[src/rtl/ics_pkg.sv]
// Constants, carriers and state layout for the client flag and status block
package ics_pkg;

    // Register indices; byte address is four times the index
    localparam logic [7:0] IDX_CTRL = 8'h04;
    localparam logic [7:0] IDX_ENCLR = 8'h14;
    localparam logic [7:0] IDX_ENSET = 8'h16;
    localparam logic [7:0] IDX_FLAGS = 8'h18;
    localparam logic [7:0] IDX_STATUS = 8'h1a;
    localparam logic [7:0] IDX_DATA = 8'h28;

    // Flag and enable bit positions
    localparam int FLG_STOP_RECEIVED_FLAG = 0;
    localparam int FLG_ADDRESS_MATCH_FLAG = 1;
    localparam int FLG_DATA_READY_FLAG = 2;
    localparam int FLG_ERROR = 7;
    localparam logic [7:0] FLG_MASK = 8'h87;

    // Status bit positions
    localparam int ST_BUS_FAULT_FLAG = 0;
    localparam int ST_TRANSMIT_CLASH_FLAG = 1;
    localparam int ST_RECEIVED_NOT_ACK = 2;
    localparam int ST_DIR = 3;
    localparam int ST_SR = 4;
    localparam int ST_LOWT = 6;
    localparam int ST_HOLD = 7;
    localparam int ST_SEXT = 9;
    localparam int ST_HS = 10;
    localparam logic [15:0] ST_W1C_MASK = 16'h0643;

    // Control register fields
    localparam int CB_SMART_MODE_ENABLE = 8;
    localparam int CB_GROUP_COMMAND_ENABLE = 9;
    localparam int CB_CMD = 16;
    localparam int CB_ACKNOWLEDGE_ACTION = 18;

    // Reset values
    localparam logic [7:0] ENABLE_RST = 8'h00;
    localparam logic [7:0] FLAGS_RST = 8'h00;
    localparam logic [15:0] STATUS_RST = 16'h0000;

    // Command codes
    localparam logic [1:0] CMD_NONE = 2'h0;
    localparam logic [1:0] CMD_FINISH = 2'h2;
    localparam logic [1:0] CMD_ACK = 2'h3;

    // Bus responses
    localparam logic [1:0] RESP_OKAY = 2'h0;
    localparam logic [1:0] RESP_SLVERR = 2'h2;

    // One-hot register select positions
    localparam int SEL_CTRL = 0;
    localparam int SEL_ENCLR = 1;
    localparam int SEL_ENSET = 2;
    localparam int SEL_FLAGS = 3;
    localparam int SEL_STATUS = 4;
    localparam int SEL_DATA = 5;
    typedef logic [5:0] ics_sel_t;

    // Events from the shift engine, same clock
    typedef struct packed {
        logic byte_done;      // Byte sent or received cleanly
        logic addr_match;     // Valid own address received
        logic addr_dir;       // Direction of that address, 1 = host read
        logic addr_rep_start; // That address followed a repeated start
        logic host_nack;      // Host answer to last byte sent
        logic hs_code;        // Start followed by host code
        logic ext_tout;       // Extend time-out
        logic low_tout;       // Clock low time-out
        logic tx_clash;       // Could not drive a high bit
        logic bus_fault;      // Illegal condition seen by engine
        logic [7:0] rx_byte;  // Last received byte
    } ics_evt_s;

    // All block state
    typedef struct packed {
        logic aw_v;
        logic [7:0] aw_addr;
        logic w_v;
        logic [31:0] w_data;
        logic [3:0] w_strb;
        logic b_v;
        logic [1:0] b_resp;
        logic r_v;
        logic [31:0] r_data;
        logic [1:0] r_resp;
        logic [7:0] en;
        logic [7:0] flg;
        logic [15:0] st;
        logic ack_action;
        logic smart_mode_enable;
        logic group_command_enable;
        logic ack_go;
        logic ack_nack;
        logic cmd_go;
        logic [1:0] cmd_code;
        logic [7:0] tx_byte;
        logic txn;
        logic grp;
        logic released;
        logic start_seen;
        logic scl_s1;
        logic scl_s2;
        logic scl_d;
        logic sda_s1;
        logic sda_s2;
        logic sda_d;
    } ics_state_s;

endpackage

[src/rtl/ics_top.sv]
// Flag, enable and status registers of the two-wire client, AXI4-Lite slave
`timescale 1ns/1ps
module ics_top (
    input wire logic aclk,
    input wire logic aresetn,
    // AXI4-Lite slave
    input wire logic [7:0] s_axi_awaddr,
    input wire logic s_axi_awvalid,
    output logic s_axi_awready,
    input wire logic [31:0] s_axi_wdata,
    input wire logic [3:0] s_axi_wstrb,
    input wire logic s_axi_wvalid,
    output logic s_axi_wready,
    output logic [1:0] s_axi_bresp,
    output logic s_axi_bvalid,
    input wire logic s_axi_bready,
    input wire logic [7:0] s_axi_araddr,
    input wire logic s_axi_arvalid,
    output logic s_axi_arready,
    output logic [31:0] s_axi_rdata,
    output logic [1:0] s_axi_rresp,
    output logic s_axi_rvalid,
    input wire logic s_axi_rready,
    // Bus pins, asynchronous to aclk
    input wire logic scl_in,
    input wire logic sda_in,
    // Shift engine side
    input wire ics_pkg::ics_evt_s evt,
    output logic scl_hold_oe,
    output logic lines_released,
    output logic ack_go,
    output logic ack_nack,
    output logic cmd_go,
    output logic [1:0] cmd_code,
    output logic [7:0] tx_data,
    output logic irq
);
    import ics_pkg::*;

    // Address decode to one-hot select; used by reads and writes
    function automatic ics_sel_t ics_decode(input logic [7:0] addr);
        ics_sel_t s;
        s = '0;
        s[SEL_CTRL] = (addr == {IDX_CTRL[5:0], 2'b00});
        s[SEL_ENCLR] = (addr == {IDX_ENCLR[5:0], 2'b00});
        s[SEL_ENSET] = (addr == {IDX_ENSET[5:0], 2'b00});
        s[SEL_FLAGS] = (addr == {IDX_FLAGS[5:0], 2'b00});
        s[SEL_STATUS] = (addr == {IDX_STATUS[5:0], 2'b00});
        s[SEL_DATA] = (addr == {IDX_DATA[5:0], 2'b00});
        return s;
    endfunction

    ics_state_s q_r; // Registered state
    ics_state_s q_nxt; // Next state

    // Bus handshake terms
    logic do_wr; // Both write halves held, response slot free
    logic rd_take; // Read address taken this cycle
    ics_sel_t wsel; // Write target
    ics_sel_t rsel; // Read target
    logic [31:0] wmask; // Byte strobes widened to bits
    logic [31:0] wd; // Write data after strobes

    // Pin conditions from the synchronised copies only
    logic start_c; // Data falls while clock high
    logic stop_c; // Data rises while clock high
    logic scl_fall; // Clock falling edge

    // Register side effects
    logic cmd_wr; // Non-zero command written
    logic cmd_valid; // Command 2 or 3
    logic cmd3; // Acknowledge command
    logic data_wr; // Data register written
    logic smart_rd; // Data read with smart mode on
    logic [7:0] flg_w1c; // Flag bits written with one
    logic [15:0] st_w1c; // Status bits written with one
    logic address_match_flag_sw_clr; // Software cleared a set match flag
    logic address_match_flag_clr; // Match flag leaves, by any path
    logic auto_clr; // Time-out, fault and clash auto clear
    logic stop_ours; // Stop that sets the stop flag
    logic bad_stop; // Stop right after start, no clock
    logic [15:0] st_set; // Status set pulses
    logic [15:0] st_clr; // Status clear pulses
    logic [7:0] flg_set; // Flag set pulses
    logic [7:0] flg_clr; // Flag clear pulses

    assign do_wr = q_r.aw_v && q_r.w_v && !q_r.b_v;
    assign rd_take = s_axi_arvalid && !q_r.r_v;
    assign wsel = ics_decode(q_r.aw_addr);
    assign rsel = ics_decode(s_axi_araddr);
    assign wmask = {{8{q_r.w_strb[3]}}, {8{q_r.w_strb[2]}},
                    {8{q_r.w_strb[1]}}, {8{q_r.w_strb[0]}}};
    assign wd = q_r.w_data & wmask;

    assign start_c = q_r.scl_s2 && q_r.scl_d && q_r.sda_d && !q_r.sda_s2;
    assign stop_c = q_r.scl_s2 && q_r.scl_d && !q_r.sda_d && q_r.sda_s2;
    assign scl_fall = q_r.scl_d && !q_r.scl_s2;

    // Command strobes; reads of the field always give zero
    assign cmd_wr = do_wr && wsel[SEL_CTRL] &&
                    (wd[CB_CMD+1:CB_CMD] != CMD_NONE);
    assign cmd_valid = cmd_wr && wd[CB_CMD+1];
    assign cmd3 = cmd_wr && (wd[CB_CMD+1:CB_CMD] == CMD_ACK);
    assign data_wr = do_wr && wsel[SEL_DATA] && q_r.w_strb[0];
    assign smart_rd = rd_take && rsel[SEL_DATA] && q_r.smart_mode_enable;
    assign flg_w1c = (do_wr && wsel[SEL_FLAGS]) ? (wd[7:0] & FLG_MASK)
                                                : 8'h00;
    assign st_w1c = (do_wr && wsel[SEL_STATUS]) ? (wd[15:0] & ST_W1C_MASK)
                                                : 16'h0000;
    assign address_match_flag_sw_clr = flg_w1c[FLG_ADDRESS_MATCH_FLAG] && q_r.flg[FLG_ADDRESS_MATCH_FLAG];
    assign address_match_flag_clr = q_r.flg[FLG_ADDRESS_MATCH_FLAG] && (flg_w1c[FLG_ADDRESS_MATCH_FLAG] || cmd_wr);
    assign auto_clr = cmd3 || address_match_flag_clr;
    // Our transaction, or any addressed one under group command
    assign stop_ours = stop_c && (q_r.txn || (q_r.group_command_enable && q_r.grp));
    assign bad_stop = stop_c && q_r.start_seen;

    // Status set pulses from engine and pins
    always_comb begin
        st_set = 16'h0000;
        st_set[ST_SEXT] = evt.ext_tout;
        st_set[ST_LOWT] = evt.low_tout;
        st_set[ST_TRANSMIT_CLASH_FLAG] = evt.tx_clash;
        st_set[ST_BUS_FAULT_FLAG] = evt.bus_fault || bad_stop;
        st_set[ST_HS] = evt.hs_code;
    end

    // Status clear pulses: write of one, stop, or auto clear
    always_comb begin
        st_clr = st_w1c;
        st_clr[ST_HS] = st_w1c[ST_HS] || stop_c;
        if (auto_clr) begin
            st_clr[ST_SEXT] = 1'b1;
            st_clr[ST_LOWT] = 1'b1;
            st_clr[ST_TRANSMIT_CLASH_FLAG] = 1'b1;
            st_clr[ST_BUS_FAULT_FLAG] = 1'b1;
        end
    end

    // Flag set and clear pulses
    always_comb begin
        flg_set = 8'h00;
        flg_set[FLG_DATA_READY_FLAG] = evt.byte_done;
        flg_set[FLG_ADDRESS_MATCH_FLAG] = evt.addr_match;
        flg_set[FLG_STOP_RECEIVED_FLAG] = stop_ours;
        // Any of the four error sources raises the error flag
        flg_set[FLG_ERROR] = evt.ext_tout || evt.low_tout ||
                             evt.tx_clash || st_set[ST_BUS_FAULT_FLAG];
        flg_clr = flg_w1c;
        flg_clr[FLG_DATA_READY_FLAG] = flg_w1c[FLG_DATA_READY_FLAG] || data_wr || smart_rd ||
                            cmd_valid;
        flg_clr[FLG_ADDRESS_MATCH_FLAG] = flg_w1c[FLG_ADDRESS_MATCH_FLAG] || cmd_wr;
        flg_clr[FLG_STOP_RECEIVED_FLAG] = flg_w1c[FLG_STOP_RECEIVED_FLAG] ||
                            (cmd_valid && q_r.flg[FLG_ADDRESS_MATCH_FLAG]);
    end

    // Next-state logic for the whole block
    always_comb begin
        logic [31:0] rv;
        rv = 32'h0;
        q_nxt = q_r;
        // Pulses last one cycle
        q_nxt.ack_go = 1'b0;
        q_nxt.cmd_go = 1'b0;

        // Two-stage synchronisers, then a delayed copy for edges
        q_nxt.scl_s1 = scl_in;
        q_nxt.scl_s2 = q_r.scl_s1;
        q_nxt.scl_d = q_r.scl_s2;
        q_nxt.sda_s1 = sda_in;
        q_nxt.sda_s2 = q_r.sda_s1;
        q_nxt.sda_d = q_r.sda_s2;

        // Start with no clock pulse before a stop is illegal
        if (start_c) begin
            q_nxt.start_seen = 1'b1;
        end else if (scl_fall || stop_c) begin
            q_nxt.start_seen = 1'b0;
        end

        // Transaction tracking for the stop flag; match wins over edges
        if (evt.addr_match) begin
            q_nxt.txn = 1'b1;
            q_nxt.grp = 1'b1;
        end else if (stop_c) begin
            q_nxt.txn = 1'b0;
            q_nxt.grp = 1'b0;
        end else if (start_c) begin
            q_nxt.txn = 1'b0;
        end

        // Write address and data taken in either order
        if (s_axi_awvalid && !q_r.aw_v) begin
            q_nxt.aw_v = 1'b1;
            q_nxt.aw_addr = s_axi_awaddr;
        end
        if (s_axi_wvalid && !q_r.w_v) begin
            q_nxt.w_v = 1'b1;
            q_nxt.w_data = s_axi_wdata;
            q_nxt.w_strb = s_axi_wstrb;
        end
        if (do_wr) begin
            q_nxt.aw_v = 1'b0;
            q_nxt.w_v = 1'b0;
            q_nxt.b_v = 1'b1;
            q_nxt.b_resp = (wsel == '0) ? RESP_SLVERR : RESP_OKAY;
        end else if (q_r.b_v && s_axi_bready) begin
            q_nxt.b_v = 1'b0;
        end

        // Enables: set and clear views of one register
        if (do_wr && wsel[SEL_ENCLR]) begin
            q_nxt.en = q_r.en & ~(wd[7:0] & FLG_MASK);
        end
        if (do_wr && wsel[SEL_ENSET]) begin
            q_nxt.en = q_r.en | (wd[7:0] & FLG_MASK);
        end

        // Control fields; only writable bits are stored
        if (do_wr && wsel[SEL_CTRL]) begin
            if (q_r.w_strb[1]) begin
                q_nxt.smart_mode_enable = wd[CB_SMART_MODE_ENABLE];
                q_nxt.group_command_enable = wd[CB_GROUP_COMMAND_ENABLE];
            end
            if (q_r.w_strb[2]) begin
                q_nxt.ack_action = wd[CB_ACKNOWLEDGE_ACTION];
            end
        end
        if (data_wr) begin
            q_nxt.tx_byte = wd[7:0];
        end

        // Hand valid commands to the engine
        if (cmd_valid) begin
            q_nxt.cmd_go = 1'b1;
            q_nxt.cmd_code = wd[CB_CMD+1:CB_CMD];
        end

        // Acknowledge action: 0 acks, 1 nacks; sent on match clear,
        // command three, host-write finish, or smart-mode data read
        if (address_match_flag_sw_clr || cmd3 || smart_rd ||
            (cmd_valid && !q_r.st[ST_DIR])) begin
            q_nxt.ack_go = 1'b1;
            q_nxt.ack_nack = q_r.ack_action;
        end

        // Sticky flags and status: set beats a clear in the same cycle
        q_nxt.flg = (q_r.flg & ~flg_clr) | flg_set;
        q_nxt.st = (q_r.st & ~st_clr) | st_set;
        q_nxt.st[ST_HOLD] = 1'b0;

        // Direction and start kind captured with the address
        if (evt.addr_match) begin
            q_nxt.st[ST_DIR] = evt.addr_dir;
            q_nxt.st[ST_SR] = evt.addr_rep_start;
        end
        if (evt.byte_done) begin
            q_nxt.st[ST_RECEIVED_NOT_ACK] = evt.host_nack;
        end

        // After a clash the lines stay free until we are addressed
        if (evt.tx_clash) begin
            q_nxt.released = 1'b1;
        end else if (evt.addr_match) begin
            q_nxt.released = 1'b0;
        end

        // Read mux; unmapped reads answer zero with slave error
        case (1'b1)
            rsel[SEL_CTRL]: begin
                rv[CB_SMART_MODE_ENABLE] = q_r.smart_mode_enable;
                rv[CB_GROUP_COMMAND_ENABLE] = q_r.group_command_enable;
                rv[CB_ACKNOWLEDGE_ACTION] = q_r.ack_action;
            end
            rsel[SEL_ENCLR], rsel[SEL_ENSET]: begin
                rv[7:0] = q_r.en;
            end
            rsel[SEL_FLAGS]: begin
                rv[7:0] = q_r.flg;
            end
            rsel[SEL_STATUS]: begin
                rv[15:0] = q_r.st;
                // Hold view tracks the two stretching flags
                rv[ST_HOLD] = q_r.flg[FLG_DATA_READY_FLAG] ||
                              q_r.flg[FLG_ADDRESS_MATCH_FLAG];
            end
            rsel[SEL_DATA]: begin
                rv[7:0] = evt.rx_byte;
            end
            default: begin
                rv = 32'h0;
            end
        endcase

        // Read channel: answer one cycle after the address
        if (rd_take) begin
            q_nxt.r_v = 1'b1;
            q_nxt.r_data = rv;
            q_nxt.r_resp = (rsel == '0) ? RESP_SLVERR : RESP_OKAY;
        end else if (q_r.r_v && s_axi_rready) begin
            q_nxt.r_v = 1'b0;
        end
    end

    // State register; synchronous reset to constants only
    always_ff @(posedge aclk) begin
        if (!aresetn) begin
            q_r <= '0;
            q_r.en <= ENABLE_RST;
            q_r.flg <= FLAGS_RST;
            q_r.st <= STATUS_RST;
            q_r.scl_s1 <= 1'b1; // Idle bus reads high
            q_r.scl_s2 <= 1'b1;
            q_r.scl_d <= 1'b1;
            q_r.sda_s1 <= 1'b1;
            q_r.sda_s2 <= 1'b1;
            q_r.sda_d <= 1'b1;
        end else begin
            q_r <= q_nxt;
        end
    end

    // Port drive
    assign s_axi_awready = !q_r.aw_v;
    assign s_axi_wready = !q_r.w_v;
    assign s_axi_bvalid = q_r.b_v;
    assign s_axi_bresp = q_r.b_resp;
    assign s_axi_arready = !q_r.r_v;
    assign s_axi_rvalid = q_r.r_v;
    assign s_axi_rdata = q_r.r_data;
    assign s_axi_rresp = q_r.r_resp;
    // Stretch while data ready or address match waits for software, unless released
    assign scl_hold_oe = (q_r.flg[FLG_DATA_READY_FLAG] || q_r.flg[FLG_ADDRESS_MATCH_FLAG]) &&
                         !q_r.released;
    assign lines_released = q_r.released;
    assign ack_go = q_r.ack_go;
    assign ack_nack = q_r.ack_nack;
    assign cmd_go = q_r.cmd_go;
    assign cmd_code = q_r.cmd_code;
    assign tx_data = q_r.tx_byte;
    assign irq = |(q_r.flg & q_r.en);
endmodule // ics_top

[config.mk]
export PLATFORM = sky130hd
export DESIGN_NAME = ics_top
export DESIGN_NICKNAME = d
export VERILOG_FILES = /design/src/rtl/ics_pkg.sv /design/src/rtl/ics_top.sv
export SDC_FILE = /design/constraint.sdc
export NUM_CORES = 1
export LEC_CHECK = 0
export ABC_AREA = 1
export BUFFER_PORTS_ARGS = -buffer_cell sky130_fd_sc_hd__buf_2
export CAP_MARGIN = 30
export CORE_MARGIN = 2
export CORE_UTILIZATION = 35
export CTS_CLUSTER_DIAMETER = 30
export DETAILED_ROUTE_END_ITERATION = 7
export PLACE_DENSITY = 0.61
export SLEW_MARGIN = 20
export SYNTH_ARGS = -nofsm -noshare
export SYNTH_HDL_FRONTEND = slang
export SYNTH_SLANG_ARGS = --single-unit
[constraint.sdc]
create_clock -name aclk -period 1.5 [get_ports aclk]
set_input_delay 0.075 -clock aclk [delete_from_list [all_inputs] [get_ports aclk]]
set_output_delay 0.075 -clock aclk [all_outputs]
set_load 0.05 [all_outputs]
# Yosys cells after proc, flatten, opt, wreduce, memory -nomap -nowiden
# Index checks and enable logic that the tools add are counted.
[word_totals]
reg_bits = 127
latch_bits = 0
ramBits = 0
mem_bits_ro = 0
input_bits = 79
output_inout_bits = 57
word_cells = 170
mem_count = 0
[op_classes]
addsub = 0
multipliers = 0
n_div = 0
magnitude_cmp = 0
n_eq_ne = 13
shifts = 0
muxes = 39
bitwise_logic = 12
n_reduce_logical = 74
[op_table]
columns = ["operator", "count"]
rows = [
  ["$eq A8 B7 Y1 const B", 8],
  ["$mux W8", 8],
  ["$logic_and A1 B1 Y1", 33],
  ["$and A8 B8 Y8", 3],
  ["$mux W6", 4],
  ["$mux W2", 10],
  ["$and A19 B19 Y19", 1],
  ["$logic_or A1 B1 Y1", 17],
  ["$and A16 B16 Y16", 1],
  ["$eq A8 B5 Y1 const B", 2],
  ["$eq A8 B8 Y1 const B", 2],
  ["$not A11 Y16", 1],
  ["$not A8 Y8", 2],
  ["$or A16 B11 Y16", 1],
  ["$or A8 B8 Y8", 2],
  ["$mux W1", 15],
  ["$reduce_bool A2 Y1", 7],
  ["$logic_not A6 Y1", 2],
  ["$mux W11", 1],
  ["$logic_not A1 Y1", 9],
  ["$reduce_or A8 Y1", 1],
  ["$reduce_and A2 Y1", 2],
  ["$reduce_or A2 Y1", 2],
  ["$mux W3", 1],
  ["3 further kinds", 3],
]

# Logic depth before layout (Yosys ltp)
# Gate-level depths: netlist (run 1).
[depth]
ltp_word = 12
ltp_mapped = 10
depth_no_buf = 10

# Least setup slack after synthesis (run 1)
# OpenSTA, ideal clock, no wires.
[synth_path]
path_kind = "reg-to-reg"
start = "reg q_r (netlist bit s_axi_rvalid)"
end = "reg q_r (netlist bit s_axi_rdata[3])"
setup_ps = 132
t_arrival_ps = 1632
required_ps = 1368
setup_slack_ps = -264
stages_incl_launch_ff = 7
path_buffers = 1
period_less_slack_ps = 1764
cell_sequence = "dfxtp_1 inv_1 nand2_1 inv_1 buf_2 o211ai_1 a21oi_1"
[synth_via]
elab_chain_len = 2
[synth_lines]
columns = ["item", "line_no", "text"]
rows = [
  ["from (decl)", "ics_top.sv:53", "ics_state_s q_r;"],
  ["from (signal assigned)", "ics_top.sv:318", "q_r <= q_nxt;"],
  ["$logic_not A1 Y1", "--", ""],
  ["named net s_axi_arready", "ics_top.sv:19", "output logic s_axi_arready,"],
  ["$logic_and A1 B1 Y1", "ics_top.sv:88", "assign rd_take = s_axi_arvalid && !q_r.r_v;"],
]
# The timed path passes the listed nets, and every way through them passes these cells.
# A chain may end at the register's enable or synchronous reset.

# Worst setup path after layout (run 1)
[layout_path]
start = "reg q_r[43] in the netlist's numbering"
end = "out irq"
[layout_via]
elab_chain_len = 2
[layout_lines]
columns = ["item", "line_no", "text"]
rows = [
  ["$and A8 B8 Y8", "ics_top.sv:340", "assign irq = |(q_r.flg & q_r.en);"],
  ["$reduce_or A8 Y1", "ics_top.sv:340", ""],
  ["to (decl)", "ics_top.sv:36", "output logic irq"],
]
# No other way between the ends.

==> metrics.md, run 1 <==
| Metric | Value |
|---|---|
| Status | `complete, no violations` |
| Pre-antenna DRT Iters | `4` |
| Maximum buffer depth of the clock tree | `2` |
| Clk_skew | `8.20 ps` |
| Multi-input gate area | `roughly 1900 um^2` |
| Hold Path Depth | `3` |
| Vias per Instance | `4.78` |
| # IOs | `approximately 140` |
| Clk_lat worst skew | `between 300 and 400 ps` |
| Yosys reg bits | `85` |
| M1 GR Usage | `0.228` |
| Via count | `3830` |
| Syn avg cell area | `7.37 um^2` |
| Most Crowded Layer GR | `met2` |
| Fin cells | `about 800` |
| Top_reg_cell synth | `dfxtp_1` |
| Hold Crit Start | `evt[5]` |
| Most frequent cell after synthesis | `nand2_1` |
| Synthesized area | `4060 um^2` |
| Antenna Nets Post-Route | `0` |
| Worst-margin pin slew | `521 ps` |
| Max-Cap Viols | `0` |
| Fin crit share | `0.944` |
| Nets@finish | `733` |
| Cell chain of the critical path | `nand2_1, nand4_1, buf_2` |
| Unrepaired setup endpoints after global routing | `yes` |
| # rows | `39` |
| Worst-path fanout max | `8` |
| Hold Path Class | `in2reg` |
| CTS buffer count | `9` |
| Pins Over Slew Limit | `0` |
| Routed wire length | `10500 um` |
| Pleak | `2.41 nW` |
| Ys Warns | `0` |
| Tot GR Track Use | `0.170` |
| WHS | `1.27 ps` |
| CTS tree | `yes` |
| Fraction of layout cells with a size suffix above 1 | `0.270` |
| Port Buffers | `94` |
| Full die area | `12500 um^2` |
| Largest net degree at the start of global routing | `39` |
| Synth cell count leaders | `nand2_1 (87), dfxtp_1 (85), nor2_1 (82), buf_4 (47)` |
| H-tree level count | `3` |
| Final WS setup | `84.3 ps` |
| Worst slew margin | `0.652` |
| Dpl cells | `757` |
| Vias in the first global route | `3708` |
| VDD IR-drop max | `621 uV` |
| Setup_tns | `0 ps` |
| Ant diodes | `0` |
| Setup-failing EPs final | `0` |
| First-pass GRT wire length | `17400 um` |
| Reg2reg start | `q_r[138]` |
| Fill count | `1156` |
| Synth top area share | `0.419` |
| Initial core utilization | `0.357` |
| M2 GR Usage | `0.272` |
| WP data arrival | `1340 ps` |
| Overflow after GRT | `0` |
| Clk sinks | `85` |
| Die Y | `112 um` |
| GPL Wtd Cong | `approximately 0.84` |
| Root buf cell | `clkbuf_16` |
| Max Clock Freq | `706 MHz` |
| Post-DP HPWL | `7610 um` |
| Core area | `11400 um^2` |
| Period minus WS final | `1420 ps` |
| Depth of the most critical reg-to-reg path | `9` |
| Crit. path cell count | `3` |
| Post-Synthesis Cells | `approximately 550` |
| Initial antenna violation count | `0` |
| Crit path capture type | `primary output` |
| Area leader, netlist | `dfxtp_1` |
| Crit-path slowest cell | `dfxtp_1` |
| FF/Latch Area | `1710 um^2` |
| WP data required | `1420 ps` |
| Critical path class | `reg2out` |
| DRC | `0` |
| Crit path launch type | `flip-flop` |
| Yosys cell types | `36` |
| Met3 Track Usage GR | `0.0392` |
| Worst path top cell family by delay | `flip-flops` |
| Pwr Density | `1060 nW/um^2` |
| Asr flop ratio synth | `0` |
| Initial DRC count | `158` |
| Top cells by area, synth | `dfxtp_1 (42%), buf_4 (8.7%), nand2_1 (8.0%), nor2_1 (7.6%), a21oi_1 (5.7%)` |
| Max incr delay on CP | `approximately 540 ps` |
| Area growth, synth to finish | `26.4%` |
| Post-Place Setup Slack | `57.3 ps` |
| Avg WL per Cell | `between 10 and 15 um` |
| Final count of hold timing violations | `0` |
| Worst setup path start | `q_r[43]` |
| Post-synthesis sequential area ratio | `0.419` |
| Die extent in x | `112 um` |
| Bufs and invs on worst path | `1` |
| Worst-path clk slew | `around 70 ps` |
| Post-synth EDFFs | `0` |
| Tot Pwr | `0.00544 W` |
| Flop-to-flop setup slack | `90 ps` |
[cells in the final DEF (no fill, tap or decap), drive strengths merged]
| master | n |
|---|---|
| buf | 108 |
| nor2 | 94 |
| nand2 | 90 |
| dfxtp | 85 |
| inv | 52 |
| a21oi | 46 |
| o21ai | 40 |
| nand3 | 35 |
| dlygate4sd3 | 25 |
| conb | 22 |
| nor3 | 14 |
| a31oi | 11 |
| clkbuf | 9 |
| nand4 | 9 |
| or2 | 5 |
| clkinvlp | 4 |
| clkinv | 3 |
| o211ai | 2 |
| o21a | 1 |
| a31o | 1 |
| o2111ai | 1 |
| o22ai | 1 |
| bufinv | 1 |
[worst min-delay path: stages]
cell and delay [ps]:
buf_2 100, nand3_1 70, a21oi_1 60
[sequential cells by signal, indices dropped and copies added, names as in the netlist, 2 cells and up, named ones only]
register / count
cmd_code: 2
q_nxt: 4
s_axi_rdata: 12
q_r: 47
tx_data: 8
[routing by layer]
layer	part of all wire	up-vias
li1	-	1928
met1	0.46	1748
met2	0.47	142
met3	0.061	12
met4	0.012	0
met5	0	-
[area by class of cell]
class | instances | share of cell area
multi-input combinational | 372 | 0.366
sequential | 85 | 0.333
timing repair buffer | 133 | 0.166
clock buffer | 9 | 0.0439
inverter | 52 | 0.0405
tap | 143 | 0.0349
clock inverter | 7 | 0.0144
timing repair inverter | 1 | 0.00146
[final timing paths]
path | end
setup / recovery | irq
hold / removal | s_axi_rdata[5]
setup reg to reg | q_r[32]
hold reg to reg | q_nxt[0]
[power by group]
group          internal, W  leakage (nW)  switching (W)
logic             0.000254          1.56       0.000524
clock network      0.00130         0.146       0.000915
registers          0.00236         0.699      0.0000877
total              0.00391          2.41        0.00153
[what timing repair did]
item,CTS,global route
setup endpoints to repair,0,14
hold buffers,25,0
resized for setup,0,19
endpoints found under the hold margin,25,0
setup buffers,0,2
[metrics by stage]
step,instance area (um^2),util
after floorplan,4150,-
after global placement,4480,0.394
after detailed placement,4480,0.394
after CTS,5030,0.443
after global routing,5130,0.451
final,5130,0.451
[logic make-up after synthesis]
logic type | after synthesis | share of synthesized area
AOI/OAI and AO/OA | 103 | 0.135
other | 1 | 0.000924
DFF | 85 | 0.419
buffers and inverters | 116 | 0.154
and+or+nand+nor | 246 | 0.290
Power figures use the tool's default switching activity.
==> run 2: changes to the inputs <==
CORE_UTILIZATION = 45   (was 35)
PLACE_DENSITY = 0.75   (was 0.61)
==> run 2 against run 1 <==
Sequential share of layout area increased by 0.81 points. Power decreased by 11%. Final area decreased by 2.2%. First-iteration DRC count increased by 71%. Fmax decreased by 0.88%. Via count decreased by 1.5%. Critical path type unchanged. Critical path depth unchanged. Combinational power decreased by 2%. Clock power decreased by 26%. Hold slack improved by 14 ps.
==> metrics.md, run 2 (same netlist as run 1, synthesis figures left out) <==
| Metric | Value |
|---|---|
| Status | `complete, no violations` |
| Highest-count cells in the layout ignoring fill and taps | `buf_2 (94), nand2_1 (83), nor2_1 (79), dfxtp_1 (79), a21oi_1 (46)` |
| Worst-path clk slew | `80 ps (about the same)` |
| GPL Wtd Cong | `0.848 (+0.70%)` |
| CP endpoint | `irq` |
| FF/Latch Area | `1710 um^2 (+0.22%)` |
| Worst slew margin | `0.607 (-0.0448)` |
| Commonest non-fill, non-tap cell in the layout | `buf_2` |
| Worst path top cell family by delay | `flip-flops` |
| Top sig layer | `met4` |
| Die Y | `99.0 um (-11%)` |
| M1 wire length | `4460 um (-7.7%)` |
| Cell chain of the critical path | `nand2_1, nand4_1, buf_2` |
| H-tree level count | `3 (unchanged)` |
| Tot Pwr | `0.00485 W (-11%)` |
| Met2 Wirelength | `4800 um (-2.0%)` |
| Via count | `3772 (-1.5%)` |
| First-pass GRT wire length | `16500 um (-4.9%)` |
| Critical path class | `reg2out` |
| Hold Path Class | `in2reg` |
| Multi-input gate area | `1860 um^2 (-0.80%)` |
| Bufs and invs on worst path | `1 (unchanged)` |
| CTS tree | `yes` |
| VDD IR-drop max | `700 uV (+13%)` |
| Crit-path slowest cell | `dfxtp_1` |
| Clk_skew | `6.04 ps (-2.16 ps)` |
| Pins Over Slew Limit | `0 (unchanged)` |
| Vias in the first global route | `3647 (-1.6%)` |
| Worst-margin pin slew | `588 ps (+67.1 ps)` |
| Die extent in x | `99.0 um (-11%)` |
| Antenna Nets Post-Route | `0 (unchanged)` |
| Ant diodes | `0 (unchanged)` |
| Cell Area, Placed | `4430 um^2 (-1.3%)` |
| Fin crit share | `0.952 (+0.00839)` |
| Period minus WS final | `1430 ps (+12.6 ps)` |
| Post-Place Setup Slack | `31.3 ps (-26.0 ps)` |
| # IOs | `136 (unchanged)` |
| Setup-failing EPs final | `0 (unchanged)` |
| Port Buffers | `94 (unchanged)` |
| Vias per Instance | `4.89 (+2.4%)` |
| DR WL met3 | `678 um (+5.0%)` |
| WHS | `15.6 ps (+14.4 ps)` |
| Max Clock Freq | `700 MHz (-0.88%)` |
| Fill count | `813 (-30%)` |
| Reg2reg start | `q_r[135]` |
| Final count of hold timing violations | `0 (unchanged)` |
| Max incr delay on CP | `520 ps (-20 ps)` |
| Crit path launch type | `flip-flop` |
| Setup_tns | `0 ps (unchanged)` |
| # rows | `34 (-13%)` |
| WP data required | `1420 ps (about the same)` |
| Full die area | `9800 um^2 (-21%)` |
| Pleak | `2.39 nW (-0.89%)` |
| Max-Cap Viols | `0 (unchanged)` |
| Flop-to-flop setup slack | `70 ps (-20 ps)` |
| Pwr Density | `966 nW/um^2 (-8.9%)` |
| Pre-antenna DRT Iters | `5 (+1)` |
| Crit. path cell count | `3 (unchanged)` |
| Routed wire length | `10000 um (-4.8%)` |
| Avg WL per Cell | `13.0 um (-0.99%)` |
| Nets@finish | `737 (+0.55%)` |
| CTS buffer count | `9 (unchanged)` |
| Overflow after GRT | `0 (unchanged)` |
| Initial DRC count | `270 (+71%)` |
| Clk sinks | `85 (unchanged)` |
| Post-DP HPWL | `7300 um (-4.1%)` |
| Core area | `8720 um^2 (-23%)` |
| Worst setup path start | `q_r[43]` |
| Largest Register | `q_r` |
| Final WS setup | `71.7 ps (-12.6 ps)` |
| Maximum buffer depth of the clock tree | `2 (unchanged)` |
| Initial core utilization | `0.465 (+0.108)` |
| DRC | `0 (unchanged)` |
| Design area | `5020 um^2 (-2.2%)` |
| Clk_lat worst skew | `350 ps (about the same)` |
| Crit path capture type | `primary output` |
| Tot GR Track Use | `0.205 (+0.0351)` |
| Root buf cell | `clkbuf_8` |
| Largest net degree at the start of global routing | `39 (unchanged)` |
| Worst-path fanout max | `8 (unchanged)` |
| Initial antenna violation count | `0 (unchanged)` |
| WP data arrival | `1350 ps (about the same)` |
| Fraction of layout cells with a size suffix above 1 | `0.264 (-0.00615)` |
| RR Endpoint | `q_r[44]` |
| Depth of the most critical reg-to-reg path | `8 (-1)` |
| Area growth, synth to finish | `23.6%` |
| Max FFs per register | `47 (unchanged)` |
-- run 2: metal layers --
metal  vias to the layer above  GRT usage
met5                         -          0
met4                         0     0.0316
met3                         7     0.0511
met2                       132      0.347
met1                      1698      0.270
li1                       1935          -
-- run 2: metrics by stage --
stage,std cells,utilization
finish,771,0.575
global route,771,0.575
CTS,769,0.567
detailed placement,722,0.508
global placement,722,0.508
floorplan,572,-
-- run 2: tightest hold or removal path: cells and delay by family --
| kind | cells | cell delay [ps] |
|---|---|---|
| AND/OR/NAND/NOR | 1 | 80 |
| buffers and inverters | 1 | 100 |
| AO/OA/AOI/OAI | 1 | 70 |
-- run 2: where the power goes --
group	internal [W]	total, W	switching (W)
registers	0.00236	0.00245	0.0000906
clock network	0.000838	0.00163	0.000794
logic	0.000254	0.000765	0.000511
-- run 2: timing repair --
action	CTS	global route
setup buffers	0	2
endpoints found under the hold margin	32	0
resized for setup	1	17
setup endpoints to repair	1	15
pin swaps	0	2
hold buffers	31	0
-- run 2: worst min-delay path by stage --
stage	from	endpoint	slack (ps)	cells after the start
final	evt[16]	q_r[30]	20	3
after global routing	s_axi_wstrb[2]	q_r[98]	30	3
after CTS	s_axi_awaddr[2]	q_r[135]	4	3
after detailed placement	scl_in	q_nxt[4]	260	2
after global placement	scl_in	q_nxt[4]	260	2
after floorplan	evt[17]	q_r[28]	170	1
-- run 2: layout make-up --
type,count,area share
Timing Repair Buffer,139,0.179
Tap cell,108,0.0269
Clock buffer,14,0.0386
Inverter,52,0.0406
Sequential cell,85,0.341
Clock inverter,2,0.00249
Multi-Input combinational cell,371,0.371
==> run 3: changes to the inputs <==
MAX_ROUTING_LAYER = met4   (was unset)
==> run 3 against run 2 <==
Critical path depth grew 6. First-iteration DRC count shrank 21%. Power grew 5.1%. Sequential share of layout area shrank 0.84 points. Global-route usage grew 1.1 points. Die area is the same. Final cell count grew 0.78%. Clock skew grew 8.9 ps. Sequential power is essentially flat. Count of clock-buffer cells in the layout shrank 5. Critical path type is now reg2reg. Highest routed layer unchanged.
==> metrics.md, run 3 (same netlist as run 1, synthesis figures left out) <==
| Metric | Value |
|---|---|
| Pre-antenna DRT Iters | `5 (unchanged)` |
| Final count of hold timing violations | `0 (unchanged)` |
| Nets@finish | `743 (+0.81%)` |
| Max incr delay on CP | `350 ps (-170 ps)` |
| Clk_skew | `15.0 ps (+8.95 ps)` |
| Routed wire length | `10400 um (+3.5%)` |
| Post-DP HPWL | `7180 um (-1.7%)` |
| Worst-path fanout max | `6 (-2)` |
| Commonest non-fill, non-tap cell in the layout | `buf_2` |
| Cell chain of the critical path | `nand2_2, nor2_4, buf_4, clkbuf_16, nand2_2, nor2_1, inv_1, o21ai_1, a21oi_1` |
| Full die area | `9800 um^2 (unchanged)` |
| Avg WL per Cell | `13.3 um (+2.7%)` |
| WHS | `3.16 ps (-12.5 ps)` |
| Crit path capture type | `flip-flop` |
| Pleak | `2.44 nW (+2.2%)` |
| # rows | `34 (unchanged)` |
| Die Y | `99.0 um (unchanged)` |
| Crit-path slowest cell | `dfxtp_2` |
| # IOs | `136 (unchanged)` |
| Tot GR Track Use | `0.216 (+0.0108)` |
| Overflow after GRT | `0 (unchanged)` |
| Port Buffers | `94 (unchanged)` |
| Initial DRC count | `212 (-21%)` |
| Status | `complete, no violations` |
| Via count | `3857 (+2.3%)` |
| WP data required | `1750 ps (+330 ps)` |
| CTS buffer count | `9 (unchanged)` |
| GPL Wtd Cong | `0.848 (unchanged)` |
| Largest Register | `q_r` |
| Dpl cells | `721 (-0.14%)` |
| First-pass GRT wire length | `16700 um (+0.92%)` |
| Worst-margin pin slew | `618 ps (+30.1 ps)` |
| Max FFs per register | `47 (unchanged)` |
| Setup-failing EPs final | `0 (unchanged)` |
| Max-Cap Viols | `0 (unchanged)` |
| Antenna Nets Post-Route | `0 (unchanged)` |
| Largest net degree at the start of global routing | `39 (unchanged)` |
| Fin crit share | `0.967 (+0.0144)` |
| Setup_tns | `0 ps (unchanged)` |
| Ant diodes | `0 (unchanged)` |
| Worst slew margin | `0.587 (-0.0201)` |
| Crit path launch type | `flip-flop` |
| Initial antenna violation count | `0 (unchanged)` |
| Highest-count cells in the layout ignoring fill and taps | `buf_2 (94), nand2_1 (82), nor2_1 (79), dfxtp_1 (78), a21oi_1 (46)` |
| Vias in the first global route | `3704 (+1.6%)` |
| Fraction of layout cells with a size suffix above 1 | `0.271 (+0.00660)` |
| Maximum buffer depth of the clock tree | `2 (unchanged)` |
| Core area | `8720 um^2 (unchanged)` |
| VDD IR-drop max | `853 uV (+22%)` |
| Die extent in x | `99.0 um (unchanged)` |
| Root buf cell | `clkbuf_8` |
| Vias per Instance | `4.96 (+1.5%)` |
| Tot Pwr | `0.00509 W (+5.1%)` |
| Hold Path Class | `in2reg` |
| Clk_lat worst skew | `370 ps (+20 ps)` |
| Period minus WS final | `1450 ps (+21.5 ps)` |
| Area growth, synth to finish | `26.8%` |
| CTS tree | `yes` |
| WP data arrival | `1700 ps (+350 ps)` |
| Pwr Density | `989 nW/um^2 (+2.4%)` |
| Fin cells | `777 (+0.78%)` |
| Initial core utilization | `0.465 (unchanged)` |
| Critical path class | `reg2reg` |
| Worst-path clk slew | `90 ps (about the same)` |
| H-tree level count | `3 (unchanged)` |
| Max Clock Freq | `690 MHz (-1.5%)` |
| Most common cell on crit path | `nand2_2` |
| Pins Over Slew Limit | `0 (unchanged)` |
| Clk sinks | `85 (unchanged)` |
| DRC | `0 (unchanged)` |
run 3: final timing paths:
check,startpoint,endpoint,slack [ps],depth (start not counted)
setup reg to reg,q_r[141],q_r[24],50,9
hold / removal,s_axi_awaddr[5],q_r[138],3,3
hold reg to reg,q_nxt[4],q_nxt[3],420,1
setup / recovery,q_r[141],q_r[24],50,9
run 3: cell type report:
type,count,area [um^2]
repair buffers,145,996
well taps,108,135
clock buffers,9,124
fillers,769,3570
multi-input cells,371,1870
inverters,52,204
clock inverters,7,103
flip-flops and latches,85,1710
run 3: routing by layer:
metal / GRT usage / part of all wire
met2: 0.350 / 0.47
met1: 0.271 / 0.44
met3: 0.0496 / 0.070
met4: 0.0580 / 0.018
met5: - / 0
run 3: what timing repair did:
item / CTS / global route
endpoints found under the setup margin: 0 / 14
hold buffers: 35 / 0
setup buffers: 0 / 4
resized for setup: 0 / 24
endpoints found under the hold margin: 35 / 0
run 3: stage by stage:
| stage | util | cell area [um^2] | setup slack, ps |
|---|---|---|---|
| 3_3_place_gp | 0.508 | 4430 | 97.2 |
| 4_1_cts | 0.574 | 5010 | 25.4 |
| 6_report | 0.590 | 5150 | 50.1 |
| 5_1_grt | 0.590 | 5150 | -32.9 |
| 3_5_place_dp | 0.508 | 4430 | 48.5 |
| 2_1_floorplan | - | 4150 | 5.58 |
run 3: power by group:
group          leakage, nW  switching, W  total, W  internal (W)
logic                 1.63      0.000522  0.000793      0.000271
clock network        0.111      0.000889   0.00185      0.000961
registers            0.700     0.0000887   0.00245       0.00236
run 3: worst max-delay path: cells and delay by family, from the launching register on:
family / cells / cell delay [ps]
simple gates: 4 / 400
buf+inv: 3 / 390
flops: 1 / 350
compound gates: 2 / 190
